===== config.mk =====
export PLATFORM = sky130hd
export DESIGN_NAME = pbc_bridge_control
export DESIGN_NICKNAME = d
export VERILOG_FILES = /design/src/logic/pbc_pkg.sv /design/src/logic/pbc_wc_flag.sv /design/src/logic/pbc_bridge_control.sv
export SDC_FILE = /design/constraint.sdc
export NUM_CORES = 1
export LEC_CHECK = 0
export ABC_AREA = 1
export BUFFER_PORTS_ARGS = -buffer_cell sky130_fd_sc_hd__buf_2
export CAP_MARGIN = 20
export CORE_UTILIZATION = 41
export CTS_BUF_LIST = sky130_fd_sc_hd__clkbuf_8
export CTS_CLUSTER_SIZE = 40
export DETAILED_ROUTE_END_ITERATION = 8
export PLACE_DENSITY_LB_ADDON = 0.3
export SYNTH_ARGS = -nofsm -noshare
export SYNTH_HDL_FRONTEND = slang
export SYNTH_SLANG_ARGS = --single-unit

===== constraint.sdc =====
create_clock -name core_clk -period 2.05 [get_ports core_clk]
set_input_delay 0.1025 -clock core_clk [delete_from_list [all_inputs] [get_ports core_clk]]
set_output_delay 0.1025 -clock core_clk [all_outputs]
set_load 0.03 [all_outputs]

===== src/logic/pbc_pkg.sv =====
// package for the bridge control upper half: offsets, field positions, reset values
// assumes a single 32-bit configuration dword at the bridge control offset
package pbc_pkg;
  // ----------------------------------------------------------------
  // register map
  // ----------------------------------------------------------------
  localparam logic [7:0] PBC_BRIDGE_CONTROL_OFS = 8'h3c;
  // ----------------------------------------------------------------
  // field positions
  // ----------------------------------------------------------------
  localparam int PBC_PERR_RESP_BIT = 16;
  localparam int PBC_SERR_FWD_BIT = 17;
  localparam int PBC_ISA_FILT_BIT = 18;
  localparam int PBC_VGA_FWD_BIT = 19;
  localparam int PBC_MABORT_MODE_BIT = 21;
  localparam int PBC_SEC_RESET_BIT = 22;
  localparam int PBC_FAST_B2B_BIT = 23;
  localparam int PBC_SPARE0_BIT = 24;
  localparam int PBC_SPARE1_BIT = 25;
  localparam int PBC_MTO_STAT_BIT = 26;
  localparam int PBC_DISC_STAT_BIT = 27;
  // ----------------------------------------------------------------
  // reset values and address constants
  // ----------------------------------------------------------------
  localparam logic [7:0] PBC_CTRL_RESET = 8'h00;
  localparam logic [1:0] PBC_STAT_RESET = 2'h0;
  localparam logic [1:0] PBC_SPARE_RESET = 2'h0;
  localparam logic [31:0] PBC_ALL_ONES = 32'hffff_ffff;
  localparam logic [9:0] PBC_ISA_ALIAS_LOW = 10'h100;
  // ----------------------------------------------------------------
  // state of the secondary-reset sequencer
  // ----------------------------------------------------------------
  typedef enum logic [1:0] {
    PBC_RST_IDLE = 2'b01,
    PBC_RST_HOLD = 2'b10
  } pbc_rst_state_type;
endpackage


===== src/logic/pbc_wc_flag.sv =====
// one write-one-to-clear status flag, set wins over clear
// assumes the event input is already synchronous to core_clk
module pbc_wc_flag
  import pbc_pkg::*;
(
  input wire logic core_clk,
  input wire logic rst,
  input wire logic set_evt,
  input wire logic clr_req,
  output logic flag
);
  always_ff @(posedge core_clk or posedge rst) begin
    if (rst) begin
      flag <= 1'b0;
    end else if (set_evt) begin
      flag <= 1'b1; // [RULE15]
    end else if (clr_req) begin
      flag <= 1'b0; // [RULE15]
    end
  end
endmodule


===== src/logic/pbc_bridge_control.sv =====
// upper half of the bridge control configuration dword and the datapath decisions it steers
// assumes config accesses are single-cycle strobes on core_clk; pins pass two flip-flops
//
// Behaviour
// [RULE1] parity control clear ignores secondary parity errors; set detects and reports them
// [RULE2] system-error forward bit gates either secondary error onto the primary output
// [RULE3] isa filter blocks downstream io in window, first 64KB, last 768 of 1KB
// [RULE4] isa filter set passes upstream secondary io in last 768 of each 1KB
// [RULE5] isa filter clear forwards every io address within the base/limit window
// [RULE6] vga bit forwards vga memory and io downstream regardless of windows
// [RULE7] abort mode clear: master abort unreported, reads all ones, writes dropped
// [RULE8] abort mode set: report by target abort, else primary system error if enabled
// [RULE9] secondary reset bit drives both secondary bus resets while it stays set
// [RULE10] fast back-to-back to different targets allowed only when its bit is set
// [RULE11] master-timeout status sets on either master timeout counter expiry
// [RULE12] discard status sets and asserts primary system error if enabled on any discard expiry
// [RULE13] bit 20 and bits 31-28 always read zero
// [RULE14] bits 24 and 25 are plain storage with no effect, reset zero
// [RULE15] writing one clears a status bit, writing zero leaves it
module pbc_bridge_control
  import pbc_pkg::*;
(
  input wire logic core_clk,
  input wire logic rst,
  // configuration access
  input wire logic cfg_wr,
  input wire logic cfg_rd,
  input wire logic [7:0] cfg_addr,
  input wire logic [3:0] cfg_be,
  input wire logic [31:0] cfg_wdata,
  output logic [31:0] cfg_rdata,
  // secondary parity
  input wire logic sec_parity_err,
  output logic sec_parity_report,
  // system error pins
  input wire logic sec1_system_error_n,
  input wire logic sec2_system_error_n,
  input wire logic pri_serr_enable,
  output logic pri_system_error_n,
  // io/memory forwarding decision
  input wire logic [31:0] io_addr,
  input wire logic io_in_window,
  input wire logic vga_addr_hit,
  output logic fwd_down,
  output logic fwd_up,
  // secondary master abort
  input wire logic sec_master_abort,
  input wire logic abort_target_possible,
  output logic abort_signal_target,
  output logic abort_read_all_ones,
  output logic abort_discard_write,
  output logic [31:0] abort_read_data,
  // secondary reset and fast back-to-back
  output logic sec1_bus_reset_n,
  output logic sec2_bus_reset_n,
  output logic fast_b2b_allowed,
  // timers
  input wire logic pri_mto_expired,
  input wire logic sec_mto_expired,
  input wire logic pri_disc_expired,
  input wire logic sec1_disc_expired,
  input wire logic sec2_disc_expired
);
  // ----------------------------------------------------------------
  // decode helpers
  // ----------------------------------------------------------------
  function automatic logic pbc_hit(input logic [7:0] a);
    return a == PBC_BRIDGE_CONTROL_OFS;
  endfunction

  // last 768 bytes of a 1KB block: offset within block at or above 0x100
  function automatic logic pbc_isa_alias(input logic [31:0] a);
    return a[9:0] >= PBC_ISA_ALIAS_LOW;
  endfunction

  logic [7:0] ctrl_r; // bits 23:16
  logic [1:0] spare_r; // bits 25:24
  logic wr_hit;
  logic mto_flag;
  logic disc_flag;
  logic [1:0] serr_meta_r;
  logic [1:0] serr_sync_r;
  logic serr_fwd_nxt;
  logic pri_serr_r;
  pbc_rst_state_type rst_state_r;
  pbc_rst_state_type rst_state_nxt;

  assign wr_hit = cfg_wr && pbc_hit(cfg_addr);

  // ----------------------------------------------------------------
  // control storage, byte lane 2
  // ----------------------------------------------------------------
  always_ff @(posedge core_clk or posedge rst) begin
    if (rst) begin
      ctrl_r <= PBC_CTRL_RESET;
    end else if (wr_hit && cfg_be[2]) begin
      ctrl_r <= cfg_wdata[23:16];
    end
  end

  // reserved lane-3 storage: kept so a read-modify-write by software round-trips
  always_ff @(posedge core_clk or posedge rst) begin
    if (rst) begin
      spare_r <= PBC_SPARE_RESET; // [RULE14]
    end else if (wr_hit && cfg_be[3]) begin
      spare_r <= cfg_wdata[PBC_SPARE1_BIT:PBC_SPARE0_BIT]; // [RULE14]
    end
  end

  // ----------------------------------------------------------------
  // status flags, byte lane 3
  // ----------------------------------------------------------------
  pbc_wc_flag u_mto (
    .core_clk(core_clk),
    .rst(rst),
    .set_evt(pri_mto_expired || sec_mto_expired), // [RULE11]
    .clr_req(wr_hit && cfg_be[3] && cfg_wdata[PBC_MTO_STAT_BIT]),
    .flag(mto_flag)
  );

  pbc_wc_flag u_disc (
    .core_clk(core_clk),
    .rst(rst),
    .set_evt(pri_disc_expired || sec1_disc_expired || sec2_disc_expired), // [RULE12]
    .clr_req(wr_hit && cfg_be[3] && cfg_wdata[PBC_DISC_STAT_BIT]),
    .flag(disc_flag)
  );

  // ----------------------------------------------------------------
  // read data
  // ----------------------------------------------------------------
  always_ff @(posedge core_clk or posedge rst) begin
    if (rst) begin
      cfg_rdata <= 32'h0000_0000;
    end else if (cfg_rd) begin
      cfg_rdata <= 32'h0000_0000;
      if (pbc_hit(cfg_addr)) begin
        cfg_rdata[23:16] <= ctrl_r & 8'hef; // [RULE13]
        cfg_rdata[PBC_SPARE1_BIT:PBC_SPARE0_BIT] <= spare_r; // [RULE14]
        cfg_rdata[PBC_MTO_STAT_BIT] <= mto_flag;
        cfg_rdata[PBC_DISC_STAT_BIT] <= disc_flag;
      end
    end
  end

  // ----------------------------------------------------------------
  // parity and system error
  // ----------------------------------------------------------------
  assign sec_parity_report = ctrl_r[PBC_PERR_RESP_BIT - 16] && sec_parity_err; // [RULE1]

  always_ff @(posedge core_clk or posedge rst) begin
    if (rst) begin
      serr_meta_r <= 2'h3;
      serr_sync_r <= 2'h3;
    end else begin
      serr_meta_r <= {sec2_system_error_n, sec1_system_error_n};
      serr_sync_r <= serr_meta_r;
    end
  end

  // forwarded secondary errors are further qualified by the primary enable
  assign serr_fwd_nxt = ctrl_r[PBC_SERR_FWD_BIT - 16] && !(&serr_sync_r); // [RULE2]

  always_ff @(posedge core_clk or posedge rst) begin
    if (rst) begin
      pri_serr_r <= 1'b0;
    end else begin
      pri_serr_r <= pri_serr_enable && (serr_fwd_nxt || (pri_disc_expired || sec1_disc_expired
        || sec2_disc_expired) // [RULE12]
        || (ctrl_r[PBC_MABORT_MODE_BIT - 16] && sec_master_abort && !abort_target_possible)); // [RULE8]
    end
  end
  assign pri_system_error_n = !pri_serr_r;

  // ----------------------------------------------------------------
  // forwarding filters
  // ----------------------------------------------------------------
  always_comb begin
    fwd_down = io_in_window; // [RULE5]
    if (ctrl_r[PBC_ISA_FILT_BIT - 16] && io_addr[31:16] == 16'h0000 && pbc_isa_alias(io_addr)) begin
      fwd_down = 1'b0; // [RULE3]
    end
    if (ctrl_r[PBC_VGA_FWD_BIT - 16] && vga_addr_hit) begin
      fwd_down = 1'b1; // [RULE6]
    end
  end

  // upstream: alias addresses go up when filter set, else addresses not forwarded downstream go up
  assign fwd_up = (ctrl_r[PBC_ISA_FILT_BIT - 16] && pbc_isa_alias(io_addr)) || !fwd_down; // [RULE4]

  // ----------------------------------------------------------------
  // master abort handling
  // ----------------------------------------------------------------
  assign abort_signal_target = ctrl_r[PBC_MABORT_MODE_BIT - 16] && sec_master_abort
    && abort_target_possible; // [RULE8]
  assign abort_read_all_ones = !ctrl_r[PBC_MABORT_MODE_BIT - 16] && sec_master_abort; // [RULE7]
  assign abort_discard_write = !ctrl_r[PBC_MABORT_MODE_BIT - 16] && sec_master_abort; // [RULE7]

  always_ff @(posedge core_clk or posedge rst) begin
    if (rst) begin
      abort_read_data <= 32'h0000_0000;
    end else if (abort_read_all_ones) begin
      abort_read_data <= PBC_ALL_ONES; // [RULE7]
    end else begin
      abort_read_data <= 32'h0000_0000;
    end
  end

  // ----------------------------------------------------------------
  // secondary reset sequencer
  // ----------------------------------------------------------------
  always_comb begin
    case (rst_state_r)
      PBC_RST_IDLE: rst_state_nxt = ctrl_r[PBC_SEC_RESET_BIT - 16] ? PBC_RST_HOLD : PBC_RST_IDLE;
      PBC_RST_HOLD: rst_state_nxt = ctrl_r[PBC_SEC_RESET_BIT - 16] ? PBC_RST_HOLD : PBC_RST_IDLE;
      default: rst_state_nxt = PBC_RST_IDLE;
    endcase
  end

  always_ff @(posedge core_clk or posedge rst) begin
    if (rst) begin
      rst_state_r <= PBC_RST_IDLE;
    end else begin
      rst_state_r <= rst_state_nxt; // [RULE9]
    end
  end

  assign sec1_bus_reset_n = rst_state_r != PBC_RST_HOLD; // [RULE9]
  assign sec2_bus_reset_n = rst_state_r != PBC_RST_HOLD; // [RULE9]

  assign fast_b2b_allowed = ctrl_r[PBC_FAST_B2B_BIT - 16]; // [RULE10]
endmodule


==> results.rst <==
.. list-table::
   :header-rows: 1

   * - Metric
     - Value
   * - Run status
     - completed
   * - Register area
     - approximately 760 sq um
   * - Insertion delay of the later-clocked pin in the worst-skew pair
     - between 0.2 and 0.3 ns
   * - Crit path launch type
     - flip-flop
   * - Antenna violations before repair
     - 0
   * - Starting DRC count in detailed routing
     - 39
   * - Wire length reported by the detailed router
     - approximately 3200 um
   * - Buffers inserted during post-CTS setup optimization
     - 0
   * - Final clock skew
     - approximately 0.0058 ns
   * - I/O Pins
     - between 150 and 200
   * - Slew margin rel.
     - 48.50%
   * - Family with the most delay on the worst path
     - flip-flops
   * - Pre-Repair DR Iteration Count
     - 4
   * - Total of max-cap violations
     - 0
   * - Total number of yosys warnings
     - 0
   * - Setup Total Neg Slack
     - 0 ns
   * - Buffer type at the clock tree root
     - clkbuf_8
   * - Initial cell density of the core
     - between 40% and 50%
   * - WP data arrival
     - approximately 1.3 ns
   * - Critical-path top delay cell
     - dfrtp_1
   * - Grt total ovfl
     - 0
   * - CP Max Fanout
     - 32
   * - Avg Cell Area, Syn
     - about 8.3 sq um
   * - Post-Synthesis Cell Area
     - about 1800 sq um
   * - Power density over cell area
     - about 620 nW/um^2
   * - Unrepaired setup endpoints after global routing
     - no
   * - Number of global-route vias before repair
     - about 1.2k
   * - Maximum achievable frequency
     - slightly above 0.7 GHz
   * - Number of distinct standard cells referenced by the synthesized netlist
     - 20
   * - Async set or reset register ratio after synthesis
     - 100.0%
   * - IR Drop Worst-Case VDD
     - approximately 0.46 mV
   * - Layout fillers
     - roughly 400
   * - Area Overhead vs Synth
     - 21.11%
   * - Ratio of final minimum period to clock period
     - between 60% and 70%
   * - Deepest clock path buffer count
     - 2
   * - Standard-cell rows
     - 23
   * - Number of hold-slack violations in the final timing report
     - 0
   * - Worst slew pin tran
     - 0.7717 ns
   * - EDFF count, synth
     - 0
   * - Clock-pin slew reported for the worst setup and hold paths after clock tree synthesis
     - 0.06 ns
   * - Area of the multi-input gates
     - roughly 520 sq um
   * - Overall die width
     - between 60 and 70 um
   * - Cell-by-cell listing of the critical path
     - buf_2
   * - DPL Wire Length
     - about 2600 um
   * - Reported leakage power
     - 1.246 nW
   * - Via count
     - 1433
   * - Post-layout min period
     - between 1 and 1.5 ns
   * - Detailed-route DRC error count
     - 0
   * - Sink count of the clock tree
     - 30
   * - Most area-hungry cell type in the Yosys netlist
     - dfrtp_1
   * - Routability congestion estimate from global placement
     - between 0.6 and 0.7
   * - Via/cell ratio
     - 4.166
   * - Area of the die
     - around 4600 sq um
   * - DRT antenna net count
     - 0
   * - Share of cells above drive strength 1
     - 43.88%
   * - Inserted Diodes
     - 0
   * - Post-cts repair resize count
     - 0
   * - Final Util
     - ~53%
   * - Total buffers and inverters traversed by the critical path
     - 1
   * - WS Path Type
     - reg -> out
   * - Critical Path RT
     - between 1.5 and 2 ns
   * - Cts bufs inserted
     - 5
   * - Flip-flop cell with the highest count after synthesis
     - dfrtp_1
   * - Std-Cell Core Area
     - between 4000 and 5000 sq um
   * - Global-route wire length before repair
     - approximately 5000 um
   * - CTS H-tree lvls
     - 2
   * - Most frequent standard cell in the layout excluding fill and tap cells
     - buf_2
   * - Global routing usage summed across all routing layers
     - between 10% and 20%
   * - Highest-count cells in the layout ignoring fill and taps
     - buf_2 (108), inv_1 (37), nand2_1 (29)
   * - TritonCTS clock tree
     - done
   * - Pins over their slew limit
     - 0
   * - Number of nets at the end of the flow
     - 387
   * - Height of the chip
     - between 60 and 70 um
   * - Final Worst Setup Slack
     - roughly 0.63 ns
   * - # setup viols final
     - 0
   * - Detailed-route wire length per cell
     - 9.285 um
   * - Endpoint class of the critical path
     - primary output
   * - Maximum number of pins on one net before global-route repair
     - 33
   * - Sequential cell area fraction in the yosys report
     - 43.00%
   * - Register bit total from synthesis
     - 30
   * - Type of the worst min-delay path
     - in -> reg
   * - Input/output buffers
     - ~110
   * - Mapped Cells
     - ~210
   * - Yosys top cell area share
     - a little over a third
   * - Worst stage delay on the critical path
     - between 0.7 and 0.8 ns
   * - Post-placement worst setup slack
     - 0.7279 ns
   * - Biggest area contributors in the synthesized netlist
     - dfrtp_1 (36%), buf_4 (23%), dfstp_2 (7.5%), inv_1 (7.2%), nand2_1 (6.2%)
-- flip-flops by register name, summed over array words and instances (netlist names) --
register,count
abort_read_data,1
cfg_rdata,11
ctrl_r,7
pri_serr_r,1
rst_state_r,2
serr_meta_r,2
serr_sync_r,2
spare_r,2
u_disc.flag,1
u_mto.flag,1
-- cell families after synthesis --
kind of cell	Yosys count	share of synthesized area, %
buffers and inverters	92	31.77
and+or+nand+nor	65	16.35
DFF	30	43.00
AOI/OAI and AO/OA	22	7.961
adders and majority gates	1	0.7106
other	1	0.2130
-- report_power, final --
part	switching, mW	internal (mW)
clock	0.197	0.225
combinational	0.195	0.0807
sequential	0.0109	0.608
total	0.403	0.914
-- final timing paths --
kind	from	end	slack [ns]	cells past startpoint
min in group asynchronous	rst	pri_serr_r	0.52	3
hold reg to reg	serr_meta_r[1]	serr_sync_r[1]	0.35	0
hold / removal	pri_serr_enable	pri_serr_r	0.01	3
setup / recovery	abort_read_data[30]	abort_read_data[20]	0.63	1
setup reg to reg	rst_state_r[0]	rst_state_r[0]	0.97	4
max in group asynchronous	rst	cfg_rdata[19]	0.95	4
-- Yosys cell counts (2+ instances only) --
master,instances
buf_4,55
dfrtp_1,25
dfstp_2,5
inv_1,34
nand2_1,29
nand3_1,13
nand4_1,2
nor2_1,18
o21ai_0,13
o21ai_2,7
-- final cells by class --
cell class                 instances  area share, %
sequential                        30          35.50
timing repair buffer             113          27.46
clock inverter                     3         0.5282
inverter                          34          5.986
clock buffer                       5          3.228
multi-input combinational        109          24.35
tap                               50          2.934
-- routing by layer --
metal / routed length, um / global-route usage [%]
met5: 0 / 0
met3: 303 / 4.730
met2: 1632 / 26.98
met4: 25 / 6.117
met1: 1233 / 15.89
-- what timing repair did --
item,in CTS,in global routing
setup endpoints to repair,0,0
hold endpoints to repair,16,0
hold buffers,3,0
-- stage by stage --
step / hold slack [ns] / total power [mW] / cell area, sq um / std cells
2_1_floorplan: 0.1070 / 0.8813 / 1836 / 231
3_3_place_gp: 0.2081 / 0.9004 / 2022 / 333
3_5_place_dp: 0.2087 / 0.9030 / 2022 / 333
4_1_cts: 0.009094 / 1.332 / 2132 / 344
5_1_grt: 0.02471 / 1.393 / 2132 / 344
6_report: 0.01435 / 1.317 / 2132 / 344
Power figures use the tool's default switching activity.
